===== src/igm_defines.svh =====
// Constants for the I2C gain and mode slave: address, field positions, resets, timing.
// Assumes a single 250 MHz system clock; included by bare name.
`ifndef IGM_DEFINES_SVH
`define IGM_DEFINES_SVH

`define IGM_DEV_ADDR_BYTE      8'hDE
`define IGM_SEL_BIT            7
`define IGM_MODE_PWR_BIT       0
`define IGM_MODE_MUTE_BIT      1
`define IGM_MODE_TEST_BIT      4
`define IGM_GAIN_WIDTH         6
`define IGM_MODE_RESET         8'h00
`define IGM_GAIN_RESET         6'h00
`define IGM_CLK_MHZ            250
`define IGM_WAKE_MS            5
`define IGM_WAKE_CYCLES        (`IGM_WAKE_MS * 1000 * `IGM_CLK_MHZ)

`endif


===== src/igm_pkg.sv =====
// Types shared by the I2C gain and mode slave files.
// No constants here; numbers live in igm_defines.svh.
package igm_pkg;
  typedef enum logic [4:0] {
    IGM_IDLE = 5'h01,
    IGM_ADDR = 5'h02,
    IGM_AACK = 5'h04,
    IGM_DATA = 5'h08,
    IGM_DACK = 5'h10
  } igm_state_t;
endpackage : igm_pkg


===== src/igm_line_if.sv =====
// Interface carrying sampled bus levels and detected bus events.
// Assumes both sides run on clk_sys.
`timescale 1ns/1ps
`default_nettype none
interface igm_line_if;
  logic scl_rise;
  logic scl_fall;
  logic sda_level;
  logic start_det;
  logic stop_det;
  modport det (output scl_rise, output scl_fall, output sda_level,
               output start_det, output stop_det);
  modport core (input scl_rise, input scl_fall, input sda_level,
                input start_det, input stop_det);
endinterface : igm_line_if
`default_nettype wire


===== src/igm_line_detect.sv =====
// Edge and START/STOP detector for the serial clock and data lines.
// Assumes scl_in and sda_in are synchronous to clk_sys.
`timescale 1ns/1ps
`default_nettype none
module igm_line_detect (
  input  wire logic clk_sys,
  input  wire logic rst,
  input  wire logic scl_in,
  input  wire logic sda_in,
  igm_line_if.det   line
);
  logic scl_ff;
  logic sda_ff;

  always_ff @(posedge clk_sys) begin
    if (rst) begin
      scl_ff <= 1'b1;
      sda_ff <= 1'b1;
    end else begin
      scl_ff <= scl_in;
      sda_ff <= sda_in;
    end
  end

  assign line.scl_rise  = scl_in & ~scl_ff;
  assign line.scl_fall  = ~scl_in & scl_ff;
  assign line.sda_level = sda_in;
  assign line.start_det = scl_in & scl_ff & sda_ff & ~sda_in;
  assign line.stop_det  = scl_in & scl_ff & ~sda_ff & sda_in;
endmodule : igm_line_detect
`default_nettype wire


===== src/igm_slave.sv =====
// Write-only I2C slave holding the mode and gain control registers.
// Assumes SCL/SDA inputs are already synchronous to clk_sys; SDA open drain.
// What this block does
// - Pure slave, never drives clock; works for any master clock up to 400 kHz.
// - A high-to-low data change while clock high starts an address byte.
// - Only address byte 11011110 is answered.
// - A read request is never acknowledged.
// - Address bits are captured on the rising clock edge.
// - Matching address is acknowledged by holding data low through clock nine.
// - Every byte is eight bits plus an acknowledge slot; the slave drives it only after a matching address.
// - Data byte top bit picks mode register (0) or gain register (1).
// - Any number of data bytes per transfer, each acknowledged and applied.
// - Mode bit 0 low is power-down, resets low; wake-up takes 5 ms.
// - Mode bit 1 high mutes the output; resets low.
// - Mode bit 4 enables factory test; resets low; master writes zero.
// - Reserved mode bits 2,3,5,6 and gain bit 6 are ignored.
// - Gain byte loads its low six bits as gain code, reset zero.
// - Gain code 0 mutes, 1 is minimum gain, 63 is maximum gain.
// - After STOP all bus activity is ignored until START and matching address.
`timescale 1ns/1ps
`default_nettype none
`include "igm_defines.svh"
module igm_slave #(
  parameter int unsigned WAKE_CYCLES = `IGM_WAKE_CYCLES
) (
  input  wire logic       clk_sys,
  input  wire logic       rst,
  input  wire logic       scl_in,
  input  wire logic       sda_in,
  output logic            sda_out,
  output logic            sda_oe,
  output logic            power_down_select,
  output logic            mute_enable,
  output logic            factory_test_enable,
  output logic [5:0]      gain_code,
  output logic            amp_ready,
  output logic            busy
);
  igm_line_if line ();

  // Clock is input only; 250 MHz sampling covers 400 kHz easily
  igm_line_detect u_det (
    .clk_sys (clk_sys),
    .rst     (rst),
    .scl_in  (scl_in),
    .sda_in  (sda_in),
    .line    (line)
  );

  igm_pkg::igm_state_t state_ff;
  igm_pkg::igm_state_t nxt_state;
  logic [7:0]          shift_ff;
  logic [3:0]          bit_cnt_ff;
  logic                ack_drive_ff;
  logic                power_ff;
  logic                mute_ff;
  logic                test_ff;
  logic [5:0]          gain_ff;
  logic [31:0]         wake_cnt_ff;
  logic                ready_ff;
  logic                commit;
  logic                in_addr;
  logic                in_aack;
  logic                in_data;
  logic                in_dack;
  logic                in_byte;
  logic                in_ack;
  logic                bus_event;
  logic                byte_full;
  logic                take_bit;
  logic                addr_match;
  logic                mode_write;
  logic                gain_write;

  // State decodes shared by the shifter and bit counter blocks
  assign in_addr    = (state_ff == igm_pkg::IGM_ADDR);
  assign in_aack    = (state_ff == igm_pkg::IGM_AACK);
  assign in_data    = (state_ff == igm_pkg::IGM_DATA);
  assign in_dack    = (state_ff == igm_pkg::IGM_DACK);
  assign in_byte    = in_addr || in_data;
  assign in_ack     = in_aack || in_dack;
  // START or STOP outranks any clock edge seen in the same cycle
  assign bus_event  = line.start_det || line.stop_det;
  assign byte_full  = (bit_cnt_ff == 4'h8);
  assign take_bit   = in_byte && line.scl_rise && !byte_full;
  // Whole byte compare, so a read bit of one never matches
  assign addr_match = (shift_ff == `IGM_DEV_ADDR_BYTE);
  assign mode_write = commit && !shift_ff[`IGM_SEL_BIT];
  assign gain_write = commit && shift_ff[`IGM_SEL_BIT];
  // Commit when the acknowledge clock falls, never on a partial byte
  assign commit    = (state_ff == igm_pkg::IGM_DACK) && line.scl_fall;

  always_comb begin
    nxt_state = state_ff;
    if (line.start_det) begin
      nxt_state = igm_pkg::IGM_ADDR;
    end else if (line.stop_det) begin
      nxt_state = igm_pkg::IGM_IDLE;
    end else begin
      case (state_ff)
        igm_pkg::IGM_IDLE: begin
          nxt_state = igm_pkg::IGM_IDLE;
        end
        igm_pkg::IGM_ADDR: begin
          if (line.scl_fall && bit_cnt_ff == 4'h8) begin
            // Mismatch or read: release and wait for START
            if (addr_match) begin
              nxt_state = igm_pkg::IGM_AACK;
            end else begin
              nxt_state = igm_pkg::IGM_IDLE;
            end
          end
        end
        igm_pkg::IGM_AACK: begin
          if (line.scl_fall) begin
            nxt_state = igm_pkg::IGM_DATA;
          end
        end
        igm_pkg::IGM_DATA: begin
          if (line.scl_fall && bit_cnt_ff == 4'h8) begin
            nxt_state = igm_pkg::IGM_DACK;
          end
        end
        igm_pkg::IGM_DACK: begin
          if (line.scl_fall) begin
            nxt_state = igm_pkg::IGM_DATA;
          end
        end
        default: begin
          nxt_state = igm_pkg::IGM_IDLE;
        end
      endcase
    end
  end

  always_ff @(posedge clk_sys) begin
    if (rst) begin
      state_ff <= igm_pkg::IGM_IDLE;
    end else begin
      state_ff <= nxt_state;
    end
  end

  // Bit counter; cleared on START, STOP and each byte boundary
  always_ff @(posedge clk_sys) begin
    if (rst) begin
      bit_cnt_ff <= 4'h0;
    end else if (bus_event) begin
      bit_cnt_ff <= 4'h0;
    end else if (take_bit) begin
      bit_cnt_ff <= bit_cnt_ff + 4'h1;
    end else if (in_ack && line.scl_fall) begin
      bit_cnt_ff <= 4'h0;
    end
  end

  // Shifter; a partial byte is wiped so it can never be committed
  always_ff @(posedge clk_sys) begin
    if (rst) begin
      shift_ff <= 8'h00;
    end else if (bus_event) begin
      shift_ff <= 8'h00;
    end else if (take_bit) begin
      shift_ff <= {shift_ff[6:0], line.sda_level};
    end
  end

  // Acknowledge low from the fall after bit eight to the fall ending clock nine
  always_ff @(posedge clk_sys) begin
    if (rst) begin
      ack_drive_ff <= 1'b0;
    end else if (line.start_det || line.stop_det) begin
      ack_drive_ff <= 1'b0;
    end else if (nxt_state == igm_pkg::IGM_AACK || nxt_state == igm_pkg::IGM_DACK) begin
      ack_drive_ff <= 1'b1;
    end else begin
      ack_drive_ff <= 1'b0;
    end
  end

  assign sda_out = 1'b0;
  assign sda_oe  = ack_drive_ff;

  // Power field; reserved mode bits simply have no storage
  always_ff @(posedge clk_sys) begin
    if (rst) begin
      power_ff <= 1'(`IGM_MODE_RESET >> `IGM_MODE_PWR_BIT);
    end else if (mode_write) begin
      power_ff <= shift_ff[`IGM_MODE_PWR_BIT];
    end
  end

  // Mute field
  always_ff @(posedge clk_sys) begin
    if (rst) begin
      mute_ff <= 1'(`IGM_MODE_RESET >> `IGM_MODE_MUTE_BIT);
    end else if (mode_write) begin
      mute_ff <= shift_ff[`IGM_MODE_MUTE_BIT];
    end
  end

  // Factory test field; honoured as written, the master must keep it zero
  always_ff @(posedge clk_sys) begin
    if (rst) begin
      test_ff <= 1'(`IGM_MODE_RESET >> `IGM_MODE_TEST_BIT);
    end else if (mode_write) begin
      test_ff <= shift_ff[`IGM_MODE_TEST_BIT];
    end
  end

  // Gain code; bit 6 of the byte is reserved and dropped
  always_ff @(posedge clk_sys) begin
    if (rst) begin
      gain_ff <= `IGM_GAIN_RESET;
    end else if (gain_write) begin
      gain_ff <= shift_ff[`IGM_GAIN_WIDTH-1:0];
    end
  end

  // Wake-up counter; held at zero in power-down, restarts on every exit from it
  always_ff @(posedge clk_sys) begin
    if (rst || !power_ff) begin
      wake_cnt_ff <= 32'h0000_0000;
    end else if (wake_cnt_ff < WAKE_CYCLES - 1) begin
      wake_cnt_ff <= wake_cnt_ff + 32'h0000_0001;
    end
  end

  // Ready flag; held low until the full wake time has passed
  always_ff @(posedge clk_sys) begin
    if (rst || !power_ff) begin
      ready_ff <= 1'b0;
    end else if (wake_cnt_ff >= WAKE_CYCLES - 1) begin
      ready_ff <= 1'b1;
    end
  end

  assign power_down_select   = power_ff;
  assign mute_enable         = mute_ff;
  assign factory_test_enable = test_ff;
  assign gain_code           = gain_ff;
  assign amp_ready           = ready_ff;
  assign busy                = (state_ff != igm_pkg::IGM_IDLE);
endmodule : igm_slave
`default_nettype wire


===== config.mk =====
export PLATFORM = sky130hd
export DESIGN_NAME = igm_slave
export DESIGN_NICKNAME = d
export VERILOG_FILES = /design/src/igm_pkg.sv /design/src/igm_line_if.sv /design/src/igm_line_detect.sv /design/src/igm_slave.sv
export VERILOG_INCLUDE_DIRS = /design/src
export SDC_FILE = /design/constraint.sdc
export NUM_CORES = 1
export LEC_CHECK = 0
export BUFFER_PORTS_ARGS = -buffer_cell sky130_fd_sc_hd__buf_2
export CAP_MARGIN = 0
export CORE_MARGIN = 3
export CORE_UTILIZATION = 45
export DETAILED_ROUTE_END_ITERATION = 8
export PLACE_DENSITY = 0.62
export SLEW_MARGIN = 20
export SYNTH_ARGS = -nofsm -noshare
export SYNTH_HDL_FRONTEND = slang
export SYNTH_HIERARCHICAL = 1
export SYNTH_SLANG_ARGS = --single-unit

===== constraint.sdc =====
create_clock -name clk_sys -period 2.3 [get_ports clk_sys]
set_clock_uncertainty 0.05 [all_clocks]
set_input_delay 0.23 -clock clk_sys [delete_from_list [all_inputs] [get_ports clk_sys]]
set_output_delay 0.23 -clock clk_sys [all_outputs]
set_load 0.02 [all_outputs]

==> results list <==
* Post-route total power: 2.073 mW
* Multi-input combinational cell area: 1511 µm²
- Global-route total usage across every layer: 18.36%
* Detail Route Antenna Nets: 0
- The HPWL after detailed placement is 4.103 mm.
- Post-synthesis instance area: 2877 µm²
* DRC violations left: 0
* Aggregate global routing overflow: 0
- Cell type contributing the most total cell area after synthesis: sky130_fd_sc_hd__dfxtp_1
- Number of antenna violations at the first check in global routing: 0
- After detailed routing, the total wire length is 6.017 mm.
* Buffer and inverter count on the worst path: 0
- Count of buffers inserted at the top-level ports: 15
* Arr. time, crit path: 2240 ps
- 0 antenna diodes ended up in the layout.
- Fillers: 581
- Max Freq: 485.8 MHz
- Cell breakdown of the critical path: nand4_1 -> or3_1 -> nor3_1 -> a31oi_1 -> a41o_1
- Along the worst path, the maximum fanout reaches 6.
- The number of setup buffers added after CTS is 0.
- Post-synthesis sequential element count: 62
* Height of the die: 85.95 µm
* Sequential share of the synthesized area: 43.15%
- Initial detailed-routing violation count: 156
- Synthesis-to-layout area growth: 11.40%
* Actual transition at the worst max-transition pin: 577.0 ps
- Final period util: 89.49%
* Full die area: 7387 µm²
- The count of final max-slew check failures came to 0.
- Pint: 1.642 mW
- CTS max path bufs: 2
- Sink count of the clock tree: 62
* Total number of vias: 2,392
* Leakage power: 1.256 nW
- Switching power of the nets: 0.4317 mW
- Kind of path behind the tightest hold check: input port to flop
- Root cell of the clock tree: sky130_fd_sc_hd__clkbuf_8
* TritonCTS clock tree: done
* Post-synthesis instance total: 329
* Area used by sequential logic in the layout: 1241 µm²
- Cells fill 52.87% of the core in the end.
- Adding up every negative setup slack in the final design gives 0 ps.
- Mean instance size in the synthesized netlist: 8.743 µm²
- After synthesis, the largest area contributor takes up 43.15% of total cell area.
* Clock power share: 46.3%
- Top_reg_cell synth: sky130_fd_sc_hd__dfxtp_1
* Effective utilization at floorplan: 47.46%
- In this run, CTS created clock tree buffers numbering 9.
- Yosys mapped the design onto 53 distinct sky130hd cell types.
- Number of instances resized during post-cts repair: 0
* Required time of the critical path: 2480 ps
* Shortest period the worst path allows: 2058 ps
* Number of H-tree levels: 3
- Hold repair after CTS inserted 0 buffers.
* Least setup slack across all paths after layout: 241.7 ps
- The core region is 6061 µm².
- Measured against its own limit, the worst slew margin works out to 61.24%.
- Worst-skew pair later-pin latency: 340 ps
- Per report_power, the combinational group accounts for 1.6% of the total.
- Switching share of power: 20.82%
- Nets: 352
- Routability-driven placement finished with a final weighted congestion of 0.9021.
- The first TritonRoute pass finished after 5 iterations.
- For this design the ratio of total power to cell area is 647.0 nW/µm².
- Dividing the detail-routed wire length by the instance count gives 14.16 µm.
- Sequential power share: 52.1%
- Dividing the detail-routed via count by the number of cells gives 5.628.
- The worst setup path is of the flop to flop kind.
- Row generation in the floorplan step produced 28 rows.
- Setup repair after global routing missed its margin: no
- The hold violation count in the final report is 0.
- The Yosys step of the flow raised 6 warnings.
- Setup Viol. Count Final: 0
- Max-cap violations: 0
- Entering global routing, the biggest net connects 29 pins.
- IR analysis of the VDD net gives a maximum drop of 583.3 µV.
- STA classifies the critical path endpoint as a flop.
* Startpoint type of the worst setup path: flop
* Placed Cells incl. Taps: 409
- The synthesized design contains 0 enable-type register cells.
* Delay of the slowest cell on the worst path: 470 ps
* Pre-CTS setup slack: 314.0 ps
- Of all flip-flops after synthesis, the portion carrying an async set or reset was 0%.
- In this run the cell area measured after placement is 3004 µm².
- Pin placement for this block handled 17 I/O pins.
- Clock-pin slew was measured on the worst setup and hold paths at 70 ps.
* Cell Count, Final, Fillers Out: 425
* Family with the most delay on the worst path: simple AND/OR/NAND/NOR gates
- Hold Slack: 73.86 ps
* First-pass GRT wire length: 10.81 mm
- Finished layout cell area: 3204 µm²
- The via count of the first global-routing pass came to 2,336.
* Number of nets in the synthesized netlist: 336
* Layout cell share with drive strength beyond 1: 13.43%
* Crit path max-delay cell type: sky130_fd_sc_hd__nor3_1
- Yosys attributes the largest share of cell area to sky130_fd_sc_hd__dfxtp_1, sky130_fd_sc_hd__nand2_1, sky130_fd_sc_hd__mux2i_1, sky130_fd_sc_hd__nor2_1, sky130_fd_sc_hd__a21oi_1.
* Chip width: 85.95 µm
* Outcome: completed
-- cell usage in the layout (no fill, tap or decap), types with 3 or more instances in the layout --
cell type,n
sky130_fd_sc_hd__a211o_1,3
sky130_fd_sc_hd__a21oi_1,21
sky130_fd_sc_hd__a31oi_1,5
sky130_fd_sc_hd__a41o_1,4
sky130_fd_sc_hd__and2_1,14
sky130_fd_sc_hd__and3_1,4
sky130_fd_sc_hd__and4b_1,6
sky130_fd_sc_hd__buf_2,15
sky130_fd_sc_hd__buf_4,8
sky130_fd_sc_hd__clkbuf_8,11
sky130_fd_sc_hd__clkinv_2,3
sky130_fd_sc_hd__dfxtp_1,62
sky130_fd_sc_hd__ha_1,3
sky130_fd_sc_hd__inv_1,6
sky130_fd_sc_hd__mux2i_1,14
sky130_fd_sc_hd__nand2_1,39
sky130_fd_sc_hd__nand2b_1,6
sky130_fd_sc_hd__nand3_1,10
sky130_fd_sc_hd__nand4_1,10
sky130_fd_sc_hd__nor2_1,30
sky130_fd_sc_hd__nor2b_1,5
sky130_fd_sc_hd__nor3_1,9
sky130_fd_sc_hd__nor4_1,4
sky130_fd_sc_hd__o31ai_1,8
sky130_fd_sc_hd__or3_1,6
sky130_fd_sc_hd__or4_1,7
sky130_fd_sc_hd__xor2_1,3
-- cells by family (layout without fill, tap and decap cells) --
group                    after synthesis  after routing  synth area share [%]
multiplexers                          14             14                 4.872
XOR/XNOR                               4              4                 1.218
AND/OR/NAND/NOR                      164            164                 31.58
flip-flops                            62             62                 43.15
buffers and inverters                 24             45                 4.306
AO/OA/AOI/OAI                         57             57                 13.44
adder cells (fa/ha/maj)                3              3                 1.305
other                                  1              1                0.1304
-- metal layers --
metal  global-route usage (%)  up-vias  wire length [µm]
li1                         -     1215                 -
met1                    24.93     1133              3110
met2                    26.42       29              2565
met3                    3.939       15               160
met4                    11.22        0               180
met5                        0        -                 0
-- synth_stat cells, types with 3 or more instances --
cell	instances
sky130_fd_sc_hd__o31ai_1	8
sky130_fd_sc_hd__nor2_1	30
sky130_fd_sc_hd__nand4_1	10
sky130_fd_sc_hd__a21oi_1	21
sky130_fd_sc_hd__mux2i_1	14
sky130_fd_sc_hd__nor2b_1	5
sky130_fd_sc_hd__inv_1	6
sky130_fd_sc_hd__nand3_1	10
sky130_fd_sc_hd__xor2_1	3
sky130_fd_sc_hd__nor3_1	9
sky130_fd_sc_hd__and2_1	14
sky130_fd_sc_hd__nand2b_1	6
sky130_fd_sc_hd__buf_2	6
sky130_fd_sc_hd__a31oi_1	5
sky130_fd_sc_hd__or3_1	6
sky130_fd_sc_hd__a211o_1	3
sky130_fd_sc_hd__or4_1	7
sky130_fd_sc_hd__nor4_1	4
sky130_fd_sc_hd__ha_1	3
sky130_fd_sc_hd__dfxtp_1	62
sky130_fd_sc_hd__and3_1	4
sky130_fd_sc_hd__and4b_1	6
sky130_fd_sc_hd__a41o_1	4
sky130_fd_sc_hd__clkbuf_1	8
sky130_fd_sc_hd__nand2_1	39
-- worst paths after layout --
check	start	end	slack [ps]	cells after the start
setup / recovery	wake_cnt_ff[2]	wake_cnt_ff[11]	240	5
setup reg to reg	wake_cnt_ff[2]	wake_cnt_ff[11]	240	5
hold / removal	sda_in	u_det/sda_ff	70	2
hold reg to reg	wake_cnt_ff[31]	wake_cnt_ff[31]	410	1
-- worst register-to-register path, cell delays in order, from the launching register on --
cell and delay (ps):
sky130_fd_sc_hd__dfxtp_1 400, sky130_fd_sc_hd__nand4_1 210, sky130_fd_sc_hd__or3_1 440, sky130_fd_sc_hd__nor3_1 470, sky130_fd_sc_hd__a31oi_1 160, sky130_fd_sc_hd__a41o_1 220
-- cell type report --
type / count / share of cell area [%]
clock buffers: 12 / 4.842
repair buffers: 23 / 4.217
clock inverters: 4 / 1.406
flip-flops and latches: 62 / 38.73
well taps: 75 / 2.929
inverters: 6 / 0.7029
multi-input cells: 243 / 47.17
-- power by group through the flow --
stage                     registers (mW)  clock network (mW)  logic, mW
after floorplan                     1.10                   0     0.0262
after global placement              1.10                   0     0.0333
after detailed placement            1.10                   0     0.0334
after CTS                           1.08               0.991     0.0336
after global routing                1.08                1.04     0.0366
final                               1.08               0.960     0.0336
-- state kept, by name, indices dropped and copies added (netlist names) --
register and count:
mute_enable 1, u_det/scl_ff 1, u_det/sda_ff 1, amp_ready 1, factory_test_enable 1, sda_oe 1
wake_cnt_ff 32, gain_code 6, state_ff 5, bit_cnt_ff 4, shift_ff 8, power_down_select 1
No activity file was read; power rests on OpenSTA's default activity.
